--- config.mk ---
export PLATFORM = sky130hd
export DESIGN_NAME = asr_receiver
export DESIGN_NICKNAME = d
export VERILOG_FILES = /design/src/asr_receiver.v /design/src/asr_rx_core.v
export VERILOG_INCLUDE_DIRS = /design/src
export SDC_FILE = /design/constraint.sdc
export NUM_CORES = 1
export LEC_CHECK = 0
export BUFFER_PORTS_ARGS = -buffer_cell sky130_fd_sc_hd__buf_2
export CORE_MARGIN = 1
export CORE_UTILIZATION = 50
export CTS_CLUSTER_DIAMETER = 60
export DETAILED_ROUTE_END_ITERATION = 8
export PLACE_DENSITY_LB_ADDON = 0.2
export SLEW_MARGIN = 20
export SYNTH_ARGS = -nofsm -noshare
export SYNTH_HDL_FRONTEND = slang
export SYNTH_SLANG_ARGS = --single-unit
export TNS_END_PERCENT = 1
--- constraint.sdc ---
create_clock -name aclk -period 4.4 [get_ports aclk]
set_clock_uncertainty 0.2 [all_clocks]
set_input_delay 0 -clock aclk [delete_from_list [all_inputs] [get_ports aclk]]
set_output_delay 0 -clock aclk [all_outputs]
set_load 0.01 [all_outputs]
--- src/asr_regs.vh ---
// register map, field positions and reset values of the serial receiver
`ifndef ASR_REGS_VH
`define ASR_REGS_VH
// ---------------------------------------------------------------
// register byte offsets
// ---------------------------------------------------------------
`define ASR_OFF_CTRL      8'h00
`define ASR_OFF_STATUS    8'h04
`define ASR_OFF_BUFFER    8'h08
`define ASR_OFF_DIV_LOW   8'h0c
`define ASR_OFF_DIV_HIGH  8'h10
`define ASR_OFF_IRQ_STAT  8'h14
`define ASR_OFF_IRQ_EN    8'h18
`define ASR_OFF_IRQ_CLR   8'h1c
// ---------------------------------------------------------------
// control fields
// ---------------------------------------------------------------
`define ASR_CTRL_SERIAL_PORT_ENABLE     0
`define ASR_CTRL_SYNC     1
`define ASR_CTRL_NINTH    2
`define ASR_CTRL_CONTINUOUS_RECEIVE_ENABLE     3
`define ASR_CTRL_ADDRESS_DETECT_ENABLE    4
`define ASR_CTRL_HIGH_SPEED_RATE_SELECT     5
`define ASR_CTRL_WIDE     6
`define ASR_CTRL_RESET    8'h00
// ---------------------------------------------------------------
// status fields
// ---------------------------------------------------------------
`define ASR_ST_RX9D       0
`define ASR_ST_FERR       1
`define ASR_ST_OVERRUN_ERROR_FLAG       2
`define ASR_ST_FULL       3
// ---------------------------------------------------------------
// interrupt status fields
// ---------------------------------------------------------------
`define ASR_IRQ_RECV      0
`define ASR_IRQ_FERR      1
`define ASR_IRQ_OVERRUN_ERROR_FLAG      2
`define ASR_DIV_RESET     8'h00
`define ASR_OVERSAMPLE    5'd16
`endif

--- src/asr_receiver.v ---
// asynchronous serial receiver with address detect and axi4-lite registers
// Behaviour
// software programs divisor low/high, high speed and wide divisor bits first
// port runs only with serial port enable set and clocked mode clear
// software sets the receive pin as digital input
// ninth bit receive enable selects 9-bit characters, else 8-bit
// characters are accepted only while continuous receive enable is set
// receive flag sets when a character moves into the receive buffer
// receive interrupt raised only when receive interrupt enable is set
// status read returns error flags and ninth data bit
// buffer read returns the low eight data bits
// clearing continuous receive enable clears the overrun flag
// software enables 9-bit reception before address detect mode
// address detect enable switches receiver into address detect mode
// in address detect mode only ninth-bit-set characters are buffered
// in address detect mode reported ninth bit always reads one
// software, not hardware, compares the address
// with address detect cleared every character is buffered and flagged
// low start, high stop, lsb first; low stop gives framing error
// overrun when buffer full at completion; transfers stop until cleared
`default_nettype none
`include "asr_regs.vh"
module asr_receiver (
  input  wire        aclk,
  input  wire        aresetn,
  input  wire [7:0]  s_axi_awaddr,
  input  wire        s_axi_awvalid,
  output wire        s_axi_awready,
  input  wire [31:0] s_axi_wdata,
  input  wire [3:0]  s_axi_wstrb,
  input  wire        s_axi_wvalid,
  output wire        s_axi_wready,
  output reg  [1:0]  s_axi_bresp,
  output reg         s_axi_bvalid,
  input  wire        s_axi_bready,
  input  wire [7:0]  s_axi_araddr,
  input  wire        s_axi_arvalid,
  output wire        s_axi_arready,
  output reg  [31:0] s_axi_rdata,
  output reg  [1:0]  s_axi_rresp,
  output reg         s_axi_rvalid,
  input  wire        s_axi_rready,
  input  wire        rx_pin,
  output wire        irq
);
  // -------------------------------------------------------------
  // registers
  // -------------------------------------------------------------
  reg  [7:0]  ctrl_reg;
  reg  [7:0]  div_low_reg;
  reg  [7:0]  div_high_reg;
  reg  [2:0]  irq_stat_reg;
  reg  [2:0]  irq_en_reg;
  reg  [8:0]  buf_reg;
  reg         full_reg;
  reg         ferr_reg;
  reg         overrun_error_flag_reg;
  reg         rx_meta_reg;
  reg         rx_sync_reg;
  reg  [15:0] div_cnt_reg;
  reg         tick_reg;
  reg  [7:0]  aw_addr_reg;
  reg         aw_have_reg;
  reg  [31:0] w_data_reg;
  reg         w_have_reg;
  reg         w_lane_reg;
  wire        port_on;
  wire        rx_on;
  wire        core_done;
  wire [8:0]  core_data;
  wire        core_ferr;
  wire        accept;
  wire        overrun;
  wire        do_write;
  wire        do_read;
  wire        buf_read;
  wire [15:0] div_full;
  wire [15:0] div_eff;
  wire [2:0]  irq_clr;
  wire        load;
  wire [7:0]  ctrl_wr;
  wire [7:0]  en_merge;
  // -------------------------------------------------------------
  // helpers
  // -------------------------------------------------------------
  function [7:0] lane_merge;
    input [7:0] old;
    input [7:0] val;
    input       en;
    begin
      lane_merge = en ? val : old;
    end
  endfunction
  function sticky_next;
    input ev;
    input cur;
    input clr;
    begin
      sticky_next = ev || (cur && !clr);
    end
  endfunction
  // -------------------------------------------------------------
  // enables and rate
  // -------------------------------------------------------------
  assign port_on = ctrl_reg[`ASR_CTRL_SERIAL_PORT_ENABLE] && !ctrl_reg[`ASR_CTRL_SYNC];
  assign rx_on   = port_on && ctrl_reg[`ASR_CTRL_CONTINUOUS_RECEIVE_ENABLE];
  // wide: 16-bit divisor, else low byte only; slow mode keeps divisor bits 13:0 and samples 4x slower
  assign div_full = ctrl_reg[`ASR_CTRL_WIDE] ? {div_high_reg, div_low_reg}
                                             : {8'h00, div_low_reg};
  assign div_eff  = ctrl_reg[`ASR_CTRL_HIGH_SPEED_RATE_SELECT] ? div_full : {div_full[13:0], 2'b11};
  always @(posedge aclk)
  begin
    if (!aresetn || !port_on)
    begin
      div_cnt_reg <= 16'h0000;
      tick_reg    <= 1'b0;
    end
    else if (div_cnt_reg >= div_eff)
    begin
      div_cnt_reg <= 16'h0000;
      tick_reg    <= 1'b1;
    end
    else
    begin
      div_cnt_reg <= div_cnt_reg + 16'h0001;
      tick_reg    <= 1'b0;
    end
  end
  // -------------------------------------------------------------
  // pin synchroniser and frame receiver
  // -------------------------------------------------------------
  always @(posedge aclk)
  begin
    if (!aresetn)
    begin
      rx_meta_reg <= 1'b1;
      rx_sync_reg <= 1'b1;
    end
    else
    begin
      rx_meta_reg <= rx_pin;
      rx_sync_reg <= rx_meta_reg;
    end
  end
  asr_rx_core u_core (
    .aclk      (aclk),
    .aresetn   (aresetn),
    .tick      (tick_reg),
    .enable    (rx_on),
    .nine      (ctrl_reg[`ASR_CTRL_NINTH]),
    .rx_sync   (rx_sync_reg),
    .done      (core_done),
    .data      (core_data),
    .frame_err (core_ferr)
  );
  // -------------------------------------------------------------
  // receive buffer
  // -------------------------------------------------------------
  // address filter: only ninth-bit-set characters pass while enabled
  assign accept  = core_done && !overrun_error_flag_reg &&
                   (!ctrl_reg[`ASR_CTRL_ADDRESS_DETECT_ENABLE] || core_data[8]);
  // overrun: buffer still full and not read in this same cycle
  assign overrun = accept && full_reg && !buf_read;
  assign load    = accept && !overrun;
  assign do_read  = s_axi_arvalid && !s_axi_rvalid;
  assign buf_read = do_read && (s_axi_araddr == `ASR_OFF_BUFFER);
  always @(posedge aclk)
  begin
    if (!aresetn)
    begin
      buf_reg  <= 9'h000;
      full_reg <= 1'b0;
      ferr_reg <= 1'b0;
      overrun_error_flag_reg <= 1'b0;
    end
    else
    begin
      if (!rx_on)
        overrun_error_flag_reg <= 1'b0;
      else if (overrun)
        overrun_error_flag_reg <= 1'b1;
      if (load)
      begin
        buf_reg  <= core_data;
        ferr_reg <= core_ferr;
        full_reg <= 1'b1;
      end
      else if (buf_read)
        full_reg <= 1'b0;
    end
  end
  // -------------------------------------------------------------
  // interrupts
  // -------------------------------------------------------------
  assign irq_clr = (do_write && aw_addr_reg == `ASR_OFF_IRQ_CLR) ?
                   (w_data_reg[2:0] & {3{w_lane_reg}}) : 3'b000;
  // an event in the same cycle as its clear wins
  always @(posedge aclk)
  begin
    if (!aresetn)
      irq_stat_reg <= 3'b000;
    else
    begin
      irq_stat_reg[`ASR_IRQ_RECV] <= sticky_next(load, irq_stat_reg[`ASR_IRQ_RECV],
                                                 irq_clr[0]);
      irq_stat_reg[`ASR_IRQ_FERR] <= sticky_next(load && core_ferr, irq_stat_reg[`ASR_IRQ_FERR],
                                                 irq_clr[1]);
      irq_stat_reg[`ASR_IRQ_OVERRUN_ERROR_FLAG] <= sticky_next(overrun, irq_stat_reg[`ASR_IRQ_OVERRUN_ERROR_FLAG],
                                                 irq_clr[2]);
    end
  end
  assign irq = |(irq_stat_reg & irq_en_reg);
  // -------------------------------------------------------------
  // axi4-lite write channel
  // -------------------------------------------------------------
  assign s_axi_awready = !aw_have_reg && !s_axi_bvalid;
  assign s_axi_wready  = !w_have_reg && !s_axi_bvalid;
  assign do_write      = aw_have_reg && w_have_reg;
  assign ctrl_wr       = lane_merge(ctrl_reg, {1'b0, w_data_reg[6:0]}, w_lane_reg);
  assign en_merge      = lane_merge({5'h00, irq_en_reg}, w_data_reg[7:0], w_lane_reg);
  always @(posedge aclk)
  begin
    if (!aresetn)
    begin
      aw_have_reg  <= 1'b0;
      w_have_reg   <= 1'b0;
      aw_addr_reg  <= 8'h00;
      w_data_reg   <= 32'h00000000;
      w_lane_reg   <= 1'b0;
      s_axi_bvalid <= 1'b0;
      s_axi_bresp  <= 2'b00;
      ctrl_reg     <= `ASR_CTRL_RESET;
      div_low_reg  <= `ASR_DIV_RESET;
      div_high_reg <= `ASR_DIV_RESET;
      irq_en_reg   <= 3'b000;
    end
    else
    begin
      if (s_axi_awvalid && s_axi_awready)
      begin
        aw_addr_reg <= s_axi_awaddr;
        aw_have_reg <= 1'b1;
      end
      if (s_axi_wvalid && s_axi_wready)
      begin
        w_data_reg <= s_axi_wdata;
        w_lane_reg <= s_axi_wstrb[0];
        w_have_reg <= 1'b1;
      end
      if (do_write)
      begin
        aw_have_reg  <= 1'b0;
        w_have_reg   <= 1'b0;
        s_axi_bvalid <= 1'b1;
        s_axi_bresp  <= 2'b00;
        case (aw_addr_reg)
          `ASR_OFF_CTRL:     ctrl_reg     <= ctrl_wr;
          `ASR_OFF_DIV_LOW:  div_low_reg  <= lane_merge(div_low_reg, w_data_reg[7:0],
                                                        w_lane_reg);
          `ASR_OFF_DIV_HIGH: div_high_reg <= lane_merge(div_high_reg, w_data_reg[7:0],
                                                        w_lane_reg);
          `ASR_OFF_IRQ_EN:   irq_en_reg   <= en_merge[2:0];
          `ASR_OFF_IRQ_CLR:  irq_en_reg   <= irq_en_reg;
          `ASR_OFF_STATUS, `ASR_OFF_BUFFER, `ASR_OFF_IRQ_STAT:
            irq_en_reg <= irq_en_reg;
          default:           s_axi_bresp  <= 2'b10;
        endcase
      end
      else if (s_axi_bvalid && s_axi_bready)
        s_axi_bvalid <= 1'b0;
    end
  end
  // -------------------------------------------------------------
  // axi4-lite read channel
  // -------------------------------------------------------------
  assign s_axi_arready = !s_axi_rvalid;
  always @(posedge aclk)
  begin
    if (!aresetn)
    begin
      s_axi_rvalid <= 1'b0;
      s_axi_rdata  <= 32'h00000000;
      s_axi_rresp  <= 2'b00;
    end
    else if (do_read)
    begin
      s_axi_rvalid <= 1'b1;
      s_axi_rresp  <= 2'b00;
      case (s_axi_araddr)
        `ASR_OFF_CTRL:     s_axi_rdata <= {24'h000000, ctrl_reg};
        `ASR_OFF_STATUS:   s_axi_rdata <= {28'h0000000, full_reg, overrun_error_flag_reg, ferr_reg,
                                          ctrl_reg[`ASR_CTRL_NINTH] & buf_reg[8]};
        `ASR_OFF_BUFFER:   s_axi_rdata <= {24'h000000, buf_reg[7:0]};
        `ASR_OFF_DIV_LOW:  s_axi_rdata <= {24'h000000, div_low_reg};
        `ASR_OFF_DIV_HIGH: s_axi_rdata <= {24'h000000, div_high_reg};
        `ASR_OFF_IRQ_STAT: s_axi_rdata <= {29'h0, irq_stat_reg};
        `ASR_OFF_IRQ_EN:   s_axi_rdata <= {29'h0, irq_en_reg};
        `ASR_OFF_IRQ_CLR:  s_axi_rdata <= 32'h00000000;
        default:
        begin
          s_axi_rdata <= 32'h00000000;
          s_axi_rresp <= 2'b10;
        end
      endcase
    end
    else if (s_axi_rvalid && s_axi_rready)
      s_axi_rvalid <= 1'b0;
  end
endmodule // asr_receiver
`default_nettype wire

--- src/asr_rx_core.v ---
// serial frame receiver: start detect, sampling, shift register
`default_nettype none
module asr_rx_core (
  input  wire        aclk,
  input  wire        aresetn,
  input  wire        tick,
  input  wire        enable,
  input  wire        nine,
  input  wire        rx_sync,
  output reg         done,
  output reg  [8:0]  data,
  output reg         frame_err
);
  // -------------------------------------------------------------
  // state machine
  // -------------------------------------------------------------
  localparam [3:0] S_IDLE  = 4'b0001;
  localparam [3:0] S_START = 4'b0010;
  localparam [3:0] S_DATA  = 4'b0100;
  localparam [3:0] S_STOP  = 4'b1000;
  reg [3:0] state_reg;
  reg [3:0] os_reg;
  reg [3:0] bit_reg;
  reg [8:0] shift_reg;
  wire      mid;
  wire      last_bit;
  assign mid      = (os_reg == 4'h7) && tick;
  assign last_bit = nine ? (bit_reg == 4'd8) : (bit_reg == 4'd7);
  always @(posedge aclk)
  begin
    done <= 1'b0;
    if (!aresetn || !enable)
    begin
      state_reg <= S_IDLE;
      os_reg    <= 4'h0;
      bit_reg   <= 4'h0;
      shift_reg <= 9'h000;
      data      <= 9'h000;
      frame_err <= 1'b0;
    end
    else
    begin
      if (tick)
        os_reg <= os_reg + 4'h1;
      case (state_reg)
        S_IDLE:
          if (!rx_sync)
          begin
            state_reg <= S_START;
            os_reg    <= 4'h0;
          end
        S_START:
          if (mid)
          begin
            os_reg  <= 4'h8;
            bit_reg <= 4'h0;
            state_reg <= rx_sync ? S_IDLE : S_DATA;
          end
        S_DATA:
          if (mid)
          begin
            // lsb first R17
            shift_reg <= {rx_sync, shift_reg[8:1]};
            bit_reg   <= bit_reg + 4'h1;
            if (last_bit)
              state_reg <= S_STOP;
          end
        S_STOP:
          if (mid)
          begin
            data      <= nine ? shift_reg : {1'b0, shift_reg[8:1]};
            frame_err <= !rx_sync;
            done      <= 1'b1;
            state_reg <= S_IDLE;
          end
        default:
          state_reg <= S_IDLE;
      endcase
    end
  end
endmodule // asr_rx_core
`default_nettype wire

==> metrics.md <==
| Metric | Value |
|---|---|
| Outcome | finished, final reports clean |
| CTS tree | yes |
| Clock latency on the worst-skew pair | 0.41 ns |
| Crit path required time | 4.54 ns |
| Register area share after synthesis | 40.2% |
| Placed cells | 844 |
| Fill cell count | 967 |
| Final wirelength | 14000 µm |
| Critical-path top delay cell | o41ai_1 |
| FMAX | about 0.34 GHz |
| FF/Latch Area | 0.00246 mm² |
| Rel. slew slack | 39.0% |
| Worst slack, placed | 1.44 ns |
| Vias per inst | 5.42 |
| Detailed placer's ending HPWL | roughly 9300 µm |
| Flop2flop setup slack | about 1.5 ns |
| PortBufs | 48 |
| Core region area | 0.0120 mm² |
| Critical path launch point type | input pin |
| Leakage | roughly 2.8 nW |
| Max FFs per register | 16 |
| Num ports | a little over 100 |
| RSZ-0062 raised after global routing | false |
| Hold_buf cts | 70 |
| Antenna cells | 0 |
| Synth unique cells | 65 |
| Ys flop type | dfxtp_1 |
| Routed vias | 5124 |
| Total CTS buffers | 17 |
| GRT Total Usage | a little under a quarter |
| Grt met2 use | 38.8% |
| H-tree depth | 4 |
| Max-slew violations | 0 |
| Die area | 0.0127 mm² |
| Setup CP Type | input pin to register |
| DRC marker count from the first detailed-route iteration | 247 |
| VDD IR max | 0.234 mV |
| Placer congestion estimate | about 0.82 |
| Routed Antenna Nets | 0 |
| Initial antenna violation count | 0 |
| Critical path peak fanout | 12 |
| WL/cell | 14.8 µm |
| Final Critical Period | between 2 and 3 ns |
| Post-synth ARST share | 0% |
| Mapped cell area | 0.00613 mm² |
| CTS sink count | around 120 |
| Global-route wire length before repair | 23600 µm |
| Final Setup Violations | 0 |
| CP endpoint kind | register |
| Yosys reg bits | 123 |
| Top Usage Layer GRT | met2 |
| Multi-input logic area | 0.00335 mm² |
| FP Rows | 40 |
| Tcrit/Tclk final | 67.8% |
| Final net count | 865 |
| Final non-filler cell total | 945 |
| Starting Density | 51.3% |
| Mean area per synthesized cell | 8.98 µm² |
| Chip Width | 113 µm |
| CP most frequent cell | dlygate4sd3_1 |
| Overflow after GRT | 0 |
| Met3 usage | between 4 and 5% |
| Worst Tran Pin Value | 0.914 ns |
| Crit-path cells | dlygate4sd3_1 -> buf_2 -> or3_1 -> dlygate4sd3_1 -> o41ai_1 -> and2b_1 -> mux2i_1 |
| Root buffer cell | clkbuf_16 |
| Critical Path AT | around 3.1 ns |
| Mapped Cells | between 600 and 700 |
| Setup bufs post-CTS | 0 |
| Clk slew on worst S/H paths | roughly 0.05 ns |
| GRT met1 Usage | a little under a third |
| Post-synth EDFFs | 0 |
| Maximum capacitance violations | 0 |
| Max clock buf depth | 2 |
| Power per standard cell area | 365 mW/mm² |
| Worst hold slack | 0.0608 ns |
| Resized cells post-CTS | 0 |
| Critical Path Max Stage Delay | 0.68 ns |
| Pin count of the biggest net entering global routing | 88 |
| Setup TNS Final | 0 ns |
| Final Hold Viols | 0 |
| DRC | 0 |
| First-pass DRT Iterations | 4 |
| Final Util | 64.1% |
| Worst setup margin | ~1.4 ns |
| Layout cells sized above 1 | 12.7% |
| Hold Crit Class | input pin to register |
| Vias in the first global route | roughly 5000 |
| Layout area overhead | 25.0% |
| Ys Warns | 0 |
| Die Ht | roughly 110 µm |
-- cells by family (layout without fill, tap and decap cells) --
| kind of cell | count (synthesis) | count (layout) | synth area share (%) |
|---|---|---|---|
| simple gates | 269 | 269 | 22.2 |
| flops | 123 | 123 | 40.2 |
| compound gates | 108 | 108 | 12.5 |
| buf+inv | 78 | 168 | 6.69 |
| mux | 70 | 70 | 12.4 |
| fa+ha+maj | 19 | 19 | 3.88 |
| xor+xnor | 15 | 15 | 2.14 |
| other cells | 1 | 26 | 0.0612 |
-- cell type report --
| class | count | area share [%] |
|---|---|---|
| clock inverters | 5 | 1.34 |
| repair buffers | 121 | 12.6 |
| inverters | 16 | 0.784 |
| flip-flops and latches | 123 | 32.1 |
| multi-input cells | 507 | 43.7 |
| well taps | 147 | 2.40 |
| clock buffers | 26 | 7.04 |
-- metal layers --
layer | share of wire (%) | up-vias
met4 | 1.5 | 0
met3 | 4.1 | 19
met1 | 47 | 2401
li1 | - | 2573
met5 | 0 | -
met2 | 48 | 131
-- critical path, delay by kind of cell --
family | cells | cell delay, ns
buffers and inverters | 3 | 1.23
AND/OR/NAND/NOR | 2 | 0.96
AO/OA/AOI/OAI | 1 | 0.68
multiplexers | 1 | 0.25
-- synth_stat cells, drive strengths merged, types with 16 or more instances --
cell / instances / share of area [%]
dfxtp: 123 / 40
ha: 19 / 3.9
nor4: 19 / 2.4
buf: 34 / 4.0
nand2: 128 / 7.8
a21boi: 23 / 2.8
nor2: 27 / 1.7
nor2b: 22 / 2.2
inv: 16 / 0.98
a21oi: 21 / 1.7
mux2i: 60 / 9.8
clkbuf: 28 / 1.7
-- power breakdown --
group / switching (mW) / internal (mW) / total (mW)
clock: 0.476 / 1.01 / 1.48
sequential: 0.0173 / 1.13 / 1.15
combinational: 0.0795 / 0.0845 / 0.164
-- final timing paths --
path	start	to	cells after the start
worst max register to register	ctrl_reg[5]$_SDFFE_PN0P_	div_cnt_reg[14]$_SDFF_PP0_	8
worst max-delay path	s_axi_araddr[7]	buf_reg[1]$_SDFFE_PN0P_	7
worst min register to register	rx_meta_reg$_SDFF_PN1_	rx_sync_reg$_SDFF_PN1_	1
worst min-delay path	aresetn	rx_sync_reg$_SDFF_PN1_	3
-- cell usage in the layout, fill, tap and decap left out, drive strengths merged, types with 3 or more instances in the layout --
cell type / n
or4b: 3
nand2b: 10
nand3b: 3
a21boi: 23
o22ai: 3
a31oi: 6
xnor2: 8
o21ai: 9
nand2: 128
nor4: 19
inv: 16
a21oi: 21
dfxtp: 123
nand4: 10
conb: 26
nor2b: 22
a2111oi: 4
xor2: 7
and2: 5
mux2: 6
clkbuf: 26
nor2: 27
or3: 7
and3: 5
nor4b: 3
a211oi: 11
o21a: 6
dlygate4sd3: 70
bufinv: 3
o211ai: 4
nor3: 7
mux2i: 60
mux4: 4
ha: 19
buf: 51
nand3: 8
a22o: 4
-- metrics by stage --
stage	total power, mW	instance area [µm²]
floorplan	1.26	6220
global placement	1.28	6320
detailed placement	1.28	6320
CTS	2.81	7660
global route	2.89	7660
finish	2.80	7660
Power figures use the tool's default switching activity.
